### config.mk
export PLATFORM = sky130hd
export DESIGN_NAME = remote_phy_register_access
export DESIGN_NICKNAME = d
export VERILOG_FILES = /design/src/include/rpra_pkg.sv /design/src/verilog/remote_phy_register_access.sv /design/src/verilog/phy_quadlet_check.sv
export SDC_FILE = /design/constraint.sdc
export NUM_CORES = 1
export LEC_CHECK = 0
export ABC_CLOCK_PERIOD_IN_PS = 18600
export CORE_ASPECT_RATIO = 0.8
export CORE_UTILIZATION = 45
export DETAILED_ROUTE_END_ITERATION = 10
export DONT_BUFFER_PORTS = 1
export MAX_ROUTING_LAYER = met4
export SYNTH_ARGS = -nofsm -noshare
export SYNTH_HDL_FRONTEND = slang
export SYNTH_HIERARCHICAL = 1
export SYNTH_SLANG_ARGS = --single-unit
### constraint.sdc
create_clock -name clock -period 18.6 [get_ports clock]
set_input_delay 3.72 -clock clock [delete_from_list [all_inputs] [get_ports clock]]
set_output_delay 3.72 -clock clock [all_outputs]
set_load 0.005 [all_outputs]
### src/include/rpra_pkg.sv
// Constants, layouts and types for the remote PHY register access framer
package rpra_pkg;

    // Register byte offsets
    localparam logic [7:0] OFF_CTRL     = 8'h00;
    localparam logic [7:0] OFF_REQ      = 8'h04;
    localparam logic [7:0] OFF_BUF_ACC  = 8'h08;
    localparam logic [7:0] OFF_BUF_LAST = 8'h0C;
    localparam logic [7:0] OFF_STATUS   = 8'h10;
    localparam logic [7:0] OFF_TOKEN    = 8'h14;
    localparam logic [7:0] OFF_REPLY0   = 8'h18;
    localparam logic [7:0] OFF_REPLY1   = 8'h1C;

    // Control bit positions
    localparam int unsigned CTRL_SEND_BIT      = 0;
    localparam int unsigned CTRL_CLR_REPLY_BIT = 1;
    localparam int unsigned CTRL_CLR_ERR_BIT   = 2;

    // Status bit positions
    localparam int unsigned ST_BUSY_BIT   = 0;
    localparam int unsigned ST_REPLY_BIT  = 1;
    localparam int unsigned ST_RXERR_BIT  = 2;
    localparam int unsigned ST_REJECT_BIT = 3;
    localparam int unsigned ST_TGT_LO     = 8;

    // Packet codes and reset values
    localparam logic [1:0]  PHY_PREFIX      = 2'h0;
    localparam logic [3:0]  TYPE_BASE_READ  = 4'h1;
    localparam logic [3:0]  TYPE_PAGED_READ = 4'h5;
    localparam logic [3:0]  PAGED_REG_BASE  = 4'h8;
    localparam logic [31:0] REQ_RESET       = 32'h0004_0000;
    localparam logic [13:0] REPLY_QUADLETS  = 14'h0002;
    localparam logic [1:0]  SPD_100         = 2'h0;
    localparam logic [1:0]  SPD_200         = 2'h1;
    localparam logic [1:0]  SPD_400         = 2'h2;
    localparam logic [1:0]  RESP_OKAY       = 2'h0;
    localparam logic [1:0]  RESP_SLVERR     = 2'h2;

    // First quadlet of a remote access request or reply
    typedef struct packed {
        logic [1:0] prefix;
        logic [5:0] dest_node_number;
        logic [1:0] zero;
        logic [3:0] pkt_type;
        logic [2:0] page;
        logic [3:0] port;
        logic [2:0] reg_sel;
        logic [7:0] rsvd;
    } access_q_t;

    // Packet control token stored with a received packet
    typedef struct packed {
        logic [1:0]  rsvd_hi;
        logic [13:0] quadlet_count;
        logic        self_id;
        logic        phy_pkt;
        logic        rsvd_mid;
        logic [4:0]  handshake_response_code;
        logic [1:0]  pad;
        logic [1:0]  speed;
        logic [3:0]  rsvd_lo;
    } token_t;

    // Per-packet information from the serial bus receiver
    typedef struct packed {
        logic [4:0] handshake_response_code;
        logic [1:0] pad;
        logic [1:0] speed;
        logic       self_id;
    } rx_meta_t;

    typedef enum logic [1:0] {
        TX_IDLE  = 2'b00,
        TX_FIRST = 2'b01,
        TX_LAST  = 2'b10
    } tx_state_t;

    // Remote PHY register address addressed by a request quadlet
    function automatic logic [3:0] target_addr(input access_q_t q);
        target_addr = (q.pkt_type == TYPE_PAGED_READ) ? (PAGED_REG_BASE + {1'b0, q.reg_sel})
                                                       : {1'b0, q.reg_sel};
    endfunction

endpackage

### src/verilog/remote_phy_register_access.sv
// Remote PHY register access framer with AXI4-Lite register slave
`timescale 1ns/100ps
module remote_phy_register_access
    import rpra_pkg::*;
#(
    parameter int unsigned ADDR_W = 8
)
(
    // Clock and reset
    input  wire logic              clock,
    input  wire logic              rst,
    // AXI4-Lite write channels
    input  wire logic [ADDR_W-1:0] awaddr,
    input  wire logic              awvalid,
    output logic                   awready,
    input  wire logic [31:0]       wdata,
    input  wire logic [3:0]        wstrb,
    input  wire logic              wvalid,
    output logic                   wready,
    output logic [1:0]             bresp,
    output logic                   bvalid,
    input  wire logic              bready,
    // AXI4-Lite read channels
    input  wire logic [ADDR_W-1:0] araddr,
    input  wire logic              arvalid,
    output logic                   arready,
    output logic [31:0]            rdata,
    output logic [1:0]             rresp,
    output logic                   rvalid,
    input  wire logic              rready,
    // Transmit quadlets toward the PHY
    output logic                   phy_tx_valid,
    output logic [31:0]            phy_tx_data,
    output logic                   phy_tx_last,
    input  wire logic              phy_tx_ready,
    // Receive quadlets from the PHY
    input  wire logic              phy_rx_valid,
    input  wire logic [31:0]       phy_rx_data,
    input  wire logic              phy_rx_last,
    input  wire rx_meta_t          phy_rx_meta
);

    // Bus slave state
    logic              aw_held_ff, w_held_ff, awready_ff, wready_ff, bvalid_ff;
    logic              arready_ff, rvalid_ff;
    logic [7:0]        aw_addr_ff;
    logic [31:0]       w_data_ff, rdata_ff;
    logic [3:0]        w_strb_ff;
    logic [1:0]        bresp_ff, rresp_ff;
    // Request and transmit state
    logic [31:0]       req_ff, buf0_ff, buf1_ff, tx_data_ff;
    logic              tx_pend_ff, tx_valid_ff, tx_last_ff, reject_ff;
    logic [3:0]        tgt_ff;
    tx_state_t         state_ff, nxt_state;
    // Receive state
    logic [13:0]       rx_cnt_ff, rx_len_ff;
    logic [31:0]       rx_q0_ff, rx_q1_ff, reply0_ff, reply1_ff;
    logic              rx_eval_ff, reply_ff, rxerr_ff;
    rx_meta_t          meta_ff;
    token_t            token_ff, nxt_token;

    // Write channel decode
    logic        aw_take, w_take, wr_fire, nxt_aw_held, nxt_w_held, wr_hit;
    logic        wr_ctrl, wr_req, wr_acc, wr_last, tx_idle, send_cmd;
    logic [31:0] wr_merged;
    access_q_t   built_q;

    // Byte-lane merge of a write into an old word
    function automatic logic [31:0] merge_strb(input logic [31:0] old_w, input logic [31:0] new_w,
                                               input logic [3:0] strb);
        for (int i = 0; i < 4; i++)
        begin
            merge_strb[8*i +: 8] = strb[i] ? new_w[8*i +: 8] : old_w[8*i +: 8];
        end
    endfunction

    // Address decode, shared by both channels
    function automatic logic is_mapped(input logic [7:0] a);
        is_mapped = (a[1:0] == 2'h0) && (a <= OFF_REPLY1);
    endfunction

    assign aw_take     = awvalid && awready_ff;
    assign w_take      = wvalid && wready_ff;
    assign wr_fire     = aw_held_ff && w_held_ff && !bvalid_ff;
    assign nxt_aw_held = wr_fire ? 1'b0 : (aw_take ? 1'b1 : aw_held_ff);
    assign nxt_w_held  = wr_fire ? 1'b0 : (w_take ? 1'b1 : w_held_ff);
    assign wr_hit      = is_mapped(aw_addr_ff);
    assign wr_merged   = merge_strb(32'h0000_0000, w_data_ff, w_strb_ff);
    assign wr_ctrl     = wr_fire && (aw_addr_ff == OFF_CTRL);
    assign wr_req      = wr_fire && (aw_addr_ff == OFF_REQ);
    assign wr_acc      = wr_fire && (aw_addr_ff == OFF_BUF_ACC) && tx_idle;
    assign wr_last     = wr_fire && (aw_addr_ff == OFF_BUF_LAST) && tx_idle;
    assign tx_idle     = (state_ff == TX_IDLE) && !tx_pend_ff;
    assign send_cmd    = wr_ctrl && wr_merged[CTRL_SEND_BIT] && tx_idle;

    // Write address and data capture, either order
    always_ff @(posedge clock or posedge rst)
    begin
        if (rst)
        begin
            aw_held_ff <= 1'b0;
            w_held_ff  <= 1'b0;
            awready_ff <= 1'b0;
            wready_ff  <= 1'b0;
            aw_addr_ff <= 8'h00;
            w_data_ff  <= 32'h0000_0000;
            w_strb_ff  <= 4'h0;
        end
        else
        begin
            aw_held_ff <= nxt_aw_held;
            w_held_ff  <= nxt_w_held;
            awready_ff <= !nxt_aw_held;
            wready_ff  <= !nxt_w_held;
            if (aw_take)
                aw_addr_ff <= 8'(awaddr);
            if (w_take)
            begin
                w_data_ff <= wdata;
                w_strb_ff <= wstrb;
            end
        end
    end

    // Write response, unmapped offsets answer SLVERR
    always_ff @(posedge clock or posedge rst)
    begin
        if (rst)
        begin
            bvalid_ff <= 1'b0;
            bresp_ff  <= RESP_OKAY;
        end
        else if (wr_fire)
        begin
            bvalid_ff <= 1'b1;
            bresp_ff  <= wr_hit ? RESP_OKAY : RESP_SLVERR;
        end
        else if (bready)
            bvalid_ff <= 1'b0;
    end

    // Read decode of the register map
    logic        ar_take, nxt_rvalid;
    logic [7:0]  rd_addr;
    logic [31:0] rd_word, status_word;

    assign ar_take     = arvalid && arready_ff;
    assign nxt_rvalid  = ar_take ? 1'b1 : (rready ? 1'b0 : rvalid_ff);
    assign rd_addr     = 8'(araddr);
    assign status_word = {20'h00000, tgt_ff, 4'h0, reject_ff, rxerr_ff, reply_ff, !tx_idle ||
                          (state_ff != TX_IDLE)};
    assign rd_word     = (rd_addr == OFF_REQ)      ? req_ff      :
                         (rd_addr == OFF_BUF_ACC)  ? buf0_ff     :
                         (rd_addr == OFF_BUF_LAST) ? buf1_ff     :
                         (rd_addr == OFF_STATUS)   ? status_word :
                         (rd_addr == OFF_TOKEN)    ? token_ff    :
                         (rd_addr == OFF_REPLY0)   ? reply0_ff   :
                         (rd_addr == OFF_REPLY1)   ? reply1_ff   : 32'h0000_0000;

    // Read channel, one read under way at a time
    always_ff @(posedge clock or posedge rst)
    begin
        if (rst)
        begin
            arready_ff <= 1'b0;
            rvalid_ff  <= 1'b0;
            rdata_ff   <= 32'h0000_0000;
            rresp_ff   <= RESP_OKAY;
        end
        else
        begin
            arready_ff <= !nxt_rvalid;
            rvalid_ff  <= nxt_rvalid;
            if (ar_take)
            begin
                rdata_ff <= rd_word;
                rresp_ff <= is_mapped(rd_addr) ? RESP_OKAY : RESP_SLVERR;
            end
        end
    end

    // Request built from the field register, prefix and fixed zeros forced
    assign built_q = '{prefix: PHY_PREFIX, dest_node_number: req_ff[29:24], zero: 2'h0,
                       pkt_type: req_ff[21:18], page: req_ff[17:15], port: req_ff[14:11],
                       reg_sel: req_ff[10:8], rsvd: 8'h00};

    // Check of the loaded request before it may leave
    logic       tx_pair_ok, tx_is_phy, tx_type_ok, tx_good;
    logic [3:0] tx_tgt;

    phy_quadlet_check u_tx_check (
        .first_q  (access_q_t'(buf0_ff)),
        .second_q (buf1_ff),
        .pair_ok  (tx_pair_ok),
        .is_phy   (tx_is_phy),
        .type_ok  (tx_type_ok),
        .reg_addr (tx_tgt)
    );

    assign tx_good = tx_pair_ok && tx_is_phy && tx_type_ok;

    // Transmit sequencing, two quadlets per request
    always_comb
    begin
        nxt_state = state_ff;
        case (state_ff)
            TX_IDLE:  if (tx_pend_ff && tx_good) nxt_state = TX_FIRST;
            TX_FIRST: if (phy_tx_ready) nxt_state = TX_LAST;
            TX_LAST:  if (phy_tx_ready) nxt_state = TX_IDLE;
            default:  nxt_state = TX_IDLE;
        endcase
    end

    // Request buffer, field register and transmit outputs
    always_ff @(posedge clock or posedge rst)
    begin
        if (rst)
        begin
            req_ff      <= REQ_RESET;
            buf0_ff     <= 32'h0000_0000;
            buf1_ff     <= 32'h0000_0000;
            tx_pend_ff  <= 1'b0;
            state_ff    <= TX_IDLE;
            tx_valid_ff <= 1'b0;
            tx_last_ff  <= 1'b0;
            tx_data_ff  <= 32'h0000_0000;
            tgt_ff      <= 4'h0;
        end
        else
        begin
            if (wr_req)
                req_ff <= merge_strb(req_ff, w_data_ff, w_strb_ff);
            if (send_cmd)
            begin
                buf0_ff <= built_q;
                buf1_ff <= ~built_q;
            end
            else if (wr_acc)
                buf0_ff <= merge_strb(buf0_ff, w_data_ff, w_strb_ff);
            if (wr_last)
                buf1_ff <= merge_strb(buf1_ff, w_data_ff, w_strb_ff);
            tx_pend_ff  <= send_cmd || wr_last;
            state_ff    <= nxt_state;
            tx_valid_ff <= (nxt_state != TX_IDLE);
            tx_last_ff  <= (nxt_state == TX_LAST);
            tx_data_ff  <= (nxt_state == TX_LAST) ? buf1_ff : buf0_ff;
            if (tx_pend_ff && tx_good)
                tgt_ff <= tx_tgt;
        end
    end

    // Receive quadlet capture and length count
    always_ff @(posedge clock or posedge rst)
    begin
        if (rst)
        begin
            rx_cnt_ff  <= 14'h0000;
            rx_len_ff  <= 14'h0000;
            rx_q0_ff   <= 32'h0000_0000;
            rx_q1_ff   <= 32'h0000_0000;
            rx_eval_ff <= 1'b0;
            meta_ff    <= '0;
        end
        else
        begin
            rx_eval_ff <= phy_rx_valid && phy_rx_last;
            if (phy_rx_valid)
            begin
                if (rx_cnt_ff == 14'h0000)
                    rx_q0_ff <= phy_rx_data;
                if (rx_cnt_ff == 14'h0001)
                    rx_q1_ff <= phy_rx_data;
                if (phy_rx_last)
                begin
                    rx_cnt_ff <= 14'h0000;
                    rx_len_ff <= rx_cnt_ff + 14'h0001;
                    meta_ff   <= phy_rx_meta;
                end
                else if (rx_cnt_ff != 14'h3FFF)
                    rx_cnt_ff <= rx_cnt_ff + 14'h0001;
            end
        end
    end

    // Reply check and control token assembly
    logic       rx_pair_ok, rx_is_phy, rx_type_ok, rx_good;
    logic       clr_reply, clr_err, nxt_reply, nxt_rxerr, nxt_reject;

    phy_quadlet_check u_rx_check (
        .first_q  (access_q_t'(rx_q0_ff)),
        .second_q (rx_q1_ff),
        .pair_ok  (rx_pair_ok),
        .is_phy   (rx_is_phy),
        .type_ok  (rx_type_ok),
        .reg_addr ()
    );

    assign rx_good   = rx_eval_ff && (rx_len_ff == REPLY_QUADLETS) && rx_pair_ok &&
                       rx_is_phy && rx_type_ok && !meta_ff.self_id;
    assign nxt_token = '{rsvd_hi: 2'h0, quadlet_count: rx_len_ff,
                         self_id: meta_ff.self_id,
                         phy_pkt: rx_is_phy && !meta_ff.self_id,
                         rsvd_mid: 1'b0,
                         handshake_response_code: meta_ff.handshake_response_code,
                         pad: meta_ff.pad,
                         speed: meta_ff.speed,
                         rsvd_lo: 4'h0};
    assign clr_reply  = wr_ctrl && wr_merged[CTRL_CLR_REPLY_BIT];
    assign clr_err    = wr_ctrl && wr_merged[CTRL_CLR_ERR_BIT];
    assign nxt_reply  = rx_good || (reply_ff && !clr_reply);
    assign nxt_rxerr  = (rx_eval_ff && !rx_good) || (rxerr_ff && !clr_err);
    assign nxt_reject = (tx_pend_ff && !tx_good) || (reject_ff && !clr_err);

    // Stored reply, token and sticky flags, a set beats a clear
    always_ff @(posedge clock or posedge rst)
    begin
        if (rst)
        begin
            token_ff  <= '0;
            reply0_ff <= 32'h0000_0000;
            reply1_ff <= 32'h0000_0000;
            reply_ff  <= 1'b0;
            rxerr_ff  <= 1'b0;
            reject_ff <= 1'b0;
        end
        else
        begin
            if (rx_eval_ff)
                token_ff <= nxt_token;
            if (rx_good)
            begin
                reply0_ff <= rx_q0_ff;
                reply1_ff <= rx_q1_ff;
            end
            reply_ff  <= nxt_reply;
            rxerr_ff  <= nxt_rxerr;
            reject_ff <= nxt_reject;
        end
    end

    // Port drive, all from flip-flops
    assign awready      = awready_ff;
    assign wready       = wready_ff;
    assign bvalid       = bvalid_ff;
    assign bresp        = bresp_ff;
    assign arready      = arready_ff;
    assign rvalid       = rvalid_ff;
    assign rdata        = rdata_ff;
    assign rresp        = rresp_ff;
    assign phy_tx_valid = tx_valid_ff;
    assign phy_tx_last  = tx_last_ff;
    assign phy_tx_data  = tx_data_ff;
endmodule

### src/verilog/phy_quadlet_check.sv
// Validity check of a two-quadlet remote access packet
`timescale 1ns/100ps
module phy_quadlet_check
    import rpra_pkg::*;
(
    // Packet quadlets
    input  wire access_q_t   first_q,
    input  wire logic [31:0] second_q,
    // Check results
    output logic             pair_ok,
    output logic             is_phy,
    output logic             type_ok,
    output logic [3:0]       reg_addr
);

    // Inverse pairing, prefix and type decode
    assign pair_ok  = (second_q == ~first_q);
    assign is_phy   = (first_q.prefix == PHY_PREFIX);
    assign type_ok  = (first_q.pkt_type == TYPE_BASE_READ) ||
                      (first_q.pkt_type == TYPE_PAGED_READ);
    assign reg_addr = target_addr(first_q);

endmodule

==> impl_metrics.tcl <==
set metrics [dict create \
    result_of_the_run "completed" \
    dr.first_iter.drc_count 784 \
    ys_warn_count 6 \
    floorplan.initialDensity 0.457 \
    layout.cells.non_filler 2000 \
    hold-path-endpoint "rxerr_ff" \
    routabilityCongestion 0.811 \
    post-cts-setup-buffers 0 \
    cts_hold_buffers 0 \
    ff_latch_area_um2 10400 \
    regToRegStartpoint "aw_addr_ff[0]" \
    vdd_drop_max_v 0.0000649 \
    final.setup.tns_ns 0 \
    worst_tran_pin_value_ns 1.29 \
    cts-buffers-inserted 43 \
    timing.reg2reg.setup_slack_ns 15.18 \
    cpMostUsedCell "sky130_fd_sc_hd__buf_4" \
    avgSynthCellArea_um2 12.8 \
    hold_crit_start "rxerr_ff" \
    grt_first_pass_wirelength_um 75100 \
    max_transition_margin 0.139 \
    diodes 0 \
    total_leakage_power_uw 0.00931 \
    rsz0062_at_grt "no" \
    clock_tree.root_cell "sky130_fd_sc_hd__clkbuf_16" \
    crit_required_ns 19.16 \
    design.die.area_um2 42300 \
    placement_rows 66 \
    arrival_ns 6.25 \
    timing.hold.ws_ns 0.477 \
    finalHoldViolCount 0 \
    power_per_cell_area_nw_per_um2 127 \
    maxClockFrequency_mhz 176 \
    finish.net_count 1533 \
    cts_repair_resized_insts 0 \
    core_area_um2 40800 \
    grt_max_degree 148 \
    ff2ff_path_depth 5 \
    die_x_um 230 \
    worstSkewPairLatency_ns 0.55 \
    layout-drive-gt1-share 0.291 \
    multiInputGateArea_um2 7820 \
    whs_path_depth 2 \
    drt_first_pass_iters 6 \
    timing.setup.critical_path_class "in -> async" \
    routed_via_density 5.84 \
    final.setup_skew_ns 0.0104 \
    grt.total_usage 0.240 \
    maxSlewViolCount 0 \
    dp_hpwl_um 32900 \
    post_cts_clock_slew_at_the_launch_and_capture_registers_of_the_worst_setup_and_hold_paths_ns 0.06 \
    finalWorstPathRequiredPeriod_ns 5.69 \
    wl_um 48300 \
    clock_sink_count 417 \
    wire_per_inst_um 24.1 \
    via_count 11700 \
    cts_tree "yes" \
    cts_htree_levels 2 \
    cpMaxStageDelayCell "sky130_fd_sc_hd__buf_4" \
    antenna_found_initial 0 \
    setup_viol 0 \
    timing.critical_path.fanout_max 147 \
    largest_delay_contributor_family_on_the_critical_path "buffers and inverters" \
    critPathBufInv 3 \
    drc_errors 0 \
    cp_cell_sequence "inv_8, buf_4, buf_4" \
    placement.io_buffers 0 \
    first_global_vias 12000 \
    layout-area-overhead-vs-synth_pct 9.84 \
    critical_path.max_stage_delay_ns 0.86 \
    syn_inst 1453 \
    global_route.overflow_total 0 \
    placed_cells 1925 \
    syn_area_um2 18700 \
    drv_cap 0 \
    clk_path_buf_depth 3 \
    critical_r2r_capture "buf0_ff[21]" \
    type_of_element_capturing_the_critical_path "async pin" \
    min_path_type "reg -> reg" \
    ios 179 \
    period_share 0.306 \
    postRouteAntennaNets 0 \
    fillers 3545 \
    critPathLaunchType "primary input" \
    dieHeight_um 184 \
]
## metal layers
| metal | wire, µm | vias to the layer above | global-route usage | share of wire |
|---|---|---|---|---|
| met2 | 22000 | 308 | 0.356 | 0.45 |
| met5 | 0 | - | - | 0 |
| li1 | - | 5239 | - | - |
| met1 | 22100 | 6063 | 0.333 | 0.46 |
| met4 | 861 | 0 | 0.0533 | 0.018 |
| met3 | 3330 | 60 | 0.0571 | 0.069 |
## per-stage QoR
step | power (µW) | utilization | cell area (µm²) | setup WS, ns
after floorplan | 1590 | - | 18700 | 3.28
after global placement | 1730 | 0.468 | 19100 | 12.22
after detailed placement | 1750 | 0.468 | 19100 | 12.17
after CTS | 2610 | 0.502 | 20500 | 12.76
after global routing | 2720 | 0.502 | 20500 | 12.41
final | 2590 | 0.502 | 20500 | 12.91
## where the power goes
group / total, µW / internal (µW) / switching (µW) / leakage [µW]
Sequential: 1290 / 1090 / 204 / 0.00548
Combinational: 439 / 242 / 197 / 0.00315
Clock: 860 / 502 / 358 / 0.000676
## state kept, by name, indices dropped and copies added (netlist names), 25 cells and up
name,cells
rdata,32
rx_q0_ff,32
reply0_ff,32
rx_q1_ff,32
req_ff,32
phy_tx_data,32
buf0_ff,32
reply1_ff,32
buf1_ff,32
w_data_ff,32
token_ff,25
## how the worst max path moves through the flow
stage	from	to	slack, ns	cells past startpoint
3_3_place_gp	rst	buf0_ff[21]	12.22	3
6_report	rst	rdata[16]	12.91	3
4_1_cts	rst	buf0_ff[21]	12.76	3
5_1_grt	rst	rdata[16]	12.41	3
3_5_place_dp	rst	buf0_ff[21]	12.17	3
2_1_floorplan	rst	arready	3.28	1
## worst reg2reg max path: stages, from the launching register on
cell and delay [ns]:
sky130_fd_sc_hd__dfrtp_1 0.38, sky130_fd_sc_hd__or4_1 0.88, sky130_fd_sc_hd__nor4_4 0.52, sky130_fd_sc_hd__nand3_1 1.01, sky130_fd_sc_hd__nor2_1 0.37, sky130_fd_sc_hd__a21oi_1 0.08
## final cells by class
type | instances | area share
clock buffers | 63 | 0.0622
clock inverters | 12 | 0.00605
inverters | 14 | 0.00293
multi-input cells | 938 | 0.382
flip-flops and latches | 417 | 0.509
well taps | 544 | 0.0332
repair buffers | 12 | 0.00440
## placed cells by master, fill, tap and decap left out, types with 4 or more instances in the layout
cell type                    instances
sky130_fd_sc_hd__o211a_1             6
sky130_fd_sc_hd__mux2_2            313
sky130_fd_sc_hd__o22a_1             12
sky130_fd_sc_hd__mux2_1              5
sky130_fd_sc_hd__a211oi_1           14
sky130_fd_sc_hd__mux4_2              7
sky130_fd_sc_hd__xnor2_1            67
sky130_fd_sc_hd__clkbuf_16          45
sky130_fd_sc_hd__inv_1              13
sky130_fd_sc_hd__mux2i_1            36
sky130_fd_sc_hd__nor4_1             25
sky130_fd_sc_hd__clkinv_2            5
sky130_fd_sc_hd__clkbuf_8            8
sky130_fd_sc_hd__nor2b_1             7
sky130_fd_sc_hd__o31ai_1            30
sky130_fd_sc_hd__dfrtp_1           416
sky130_fd_sc_hd__nand2_2             6
sky130_fd_sc_hd__nand4_1             8
sky130_fd_sc_hd__a31oi_1             7
sky130_fd_sc_hd__buf_4              12
sky130_fd_sc_hd__xor2_1              9
sky130_fd_sc_hd__nand3_1            15
sky130_fd_sc_hd__clkbuf_1           10
sky130_fd_sc_hd__a221oi_1           42
sky130_fd_sc_hd__a21oi_1            26
sky130_fd_sc_hd__o21ai_1             5
sky130_fd_sc_hd__nand2b_1           11
sky130_fd_sc_hd__nand2_1            80
sky130_fd_sc_hd__clkinvlp_4          4
sky130_fd_sc_hd__nor3_1             17
sky130_fd_sc_hd__o21ai_0            59
sky130_fd_sc_hd__nor2_1             69
sky130_fd_sc_hd__a32oi_1             4
sky130_fd_sc_hd__nor4_4              6
No activity file was read; power rests on OpenSTA's default activity.
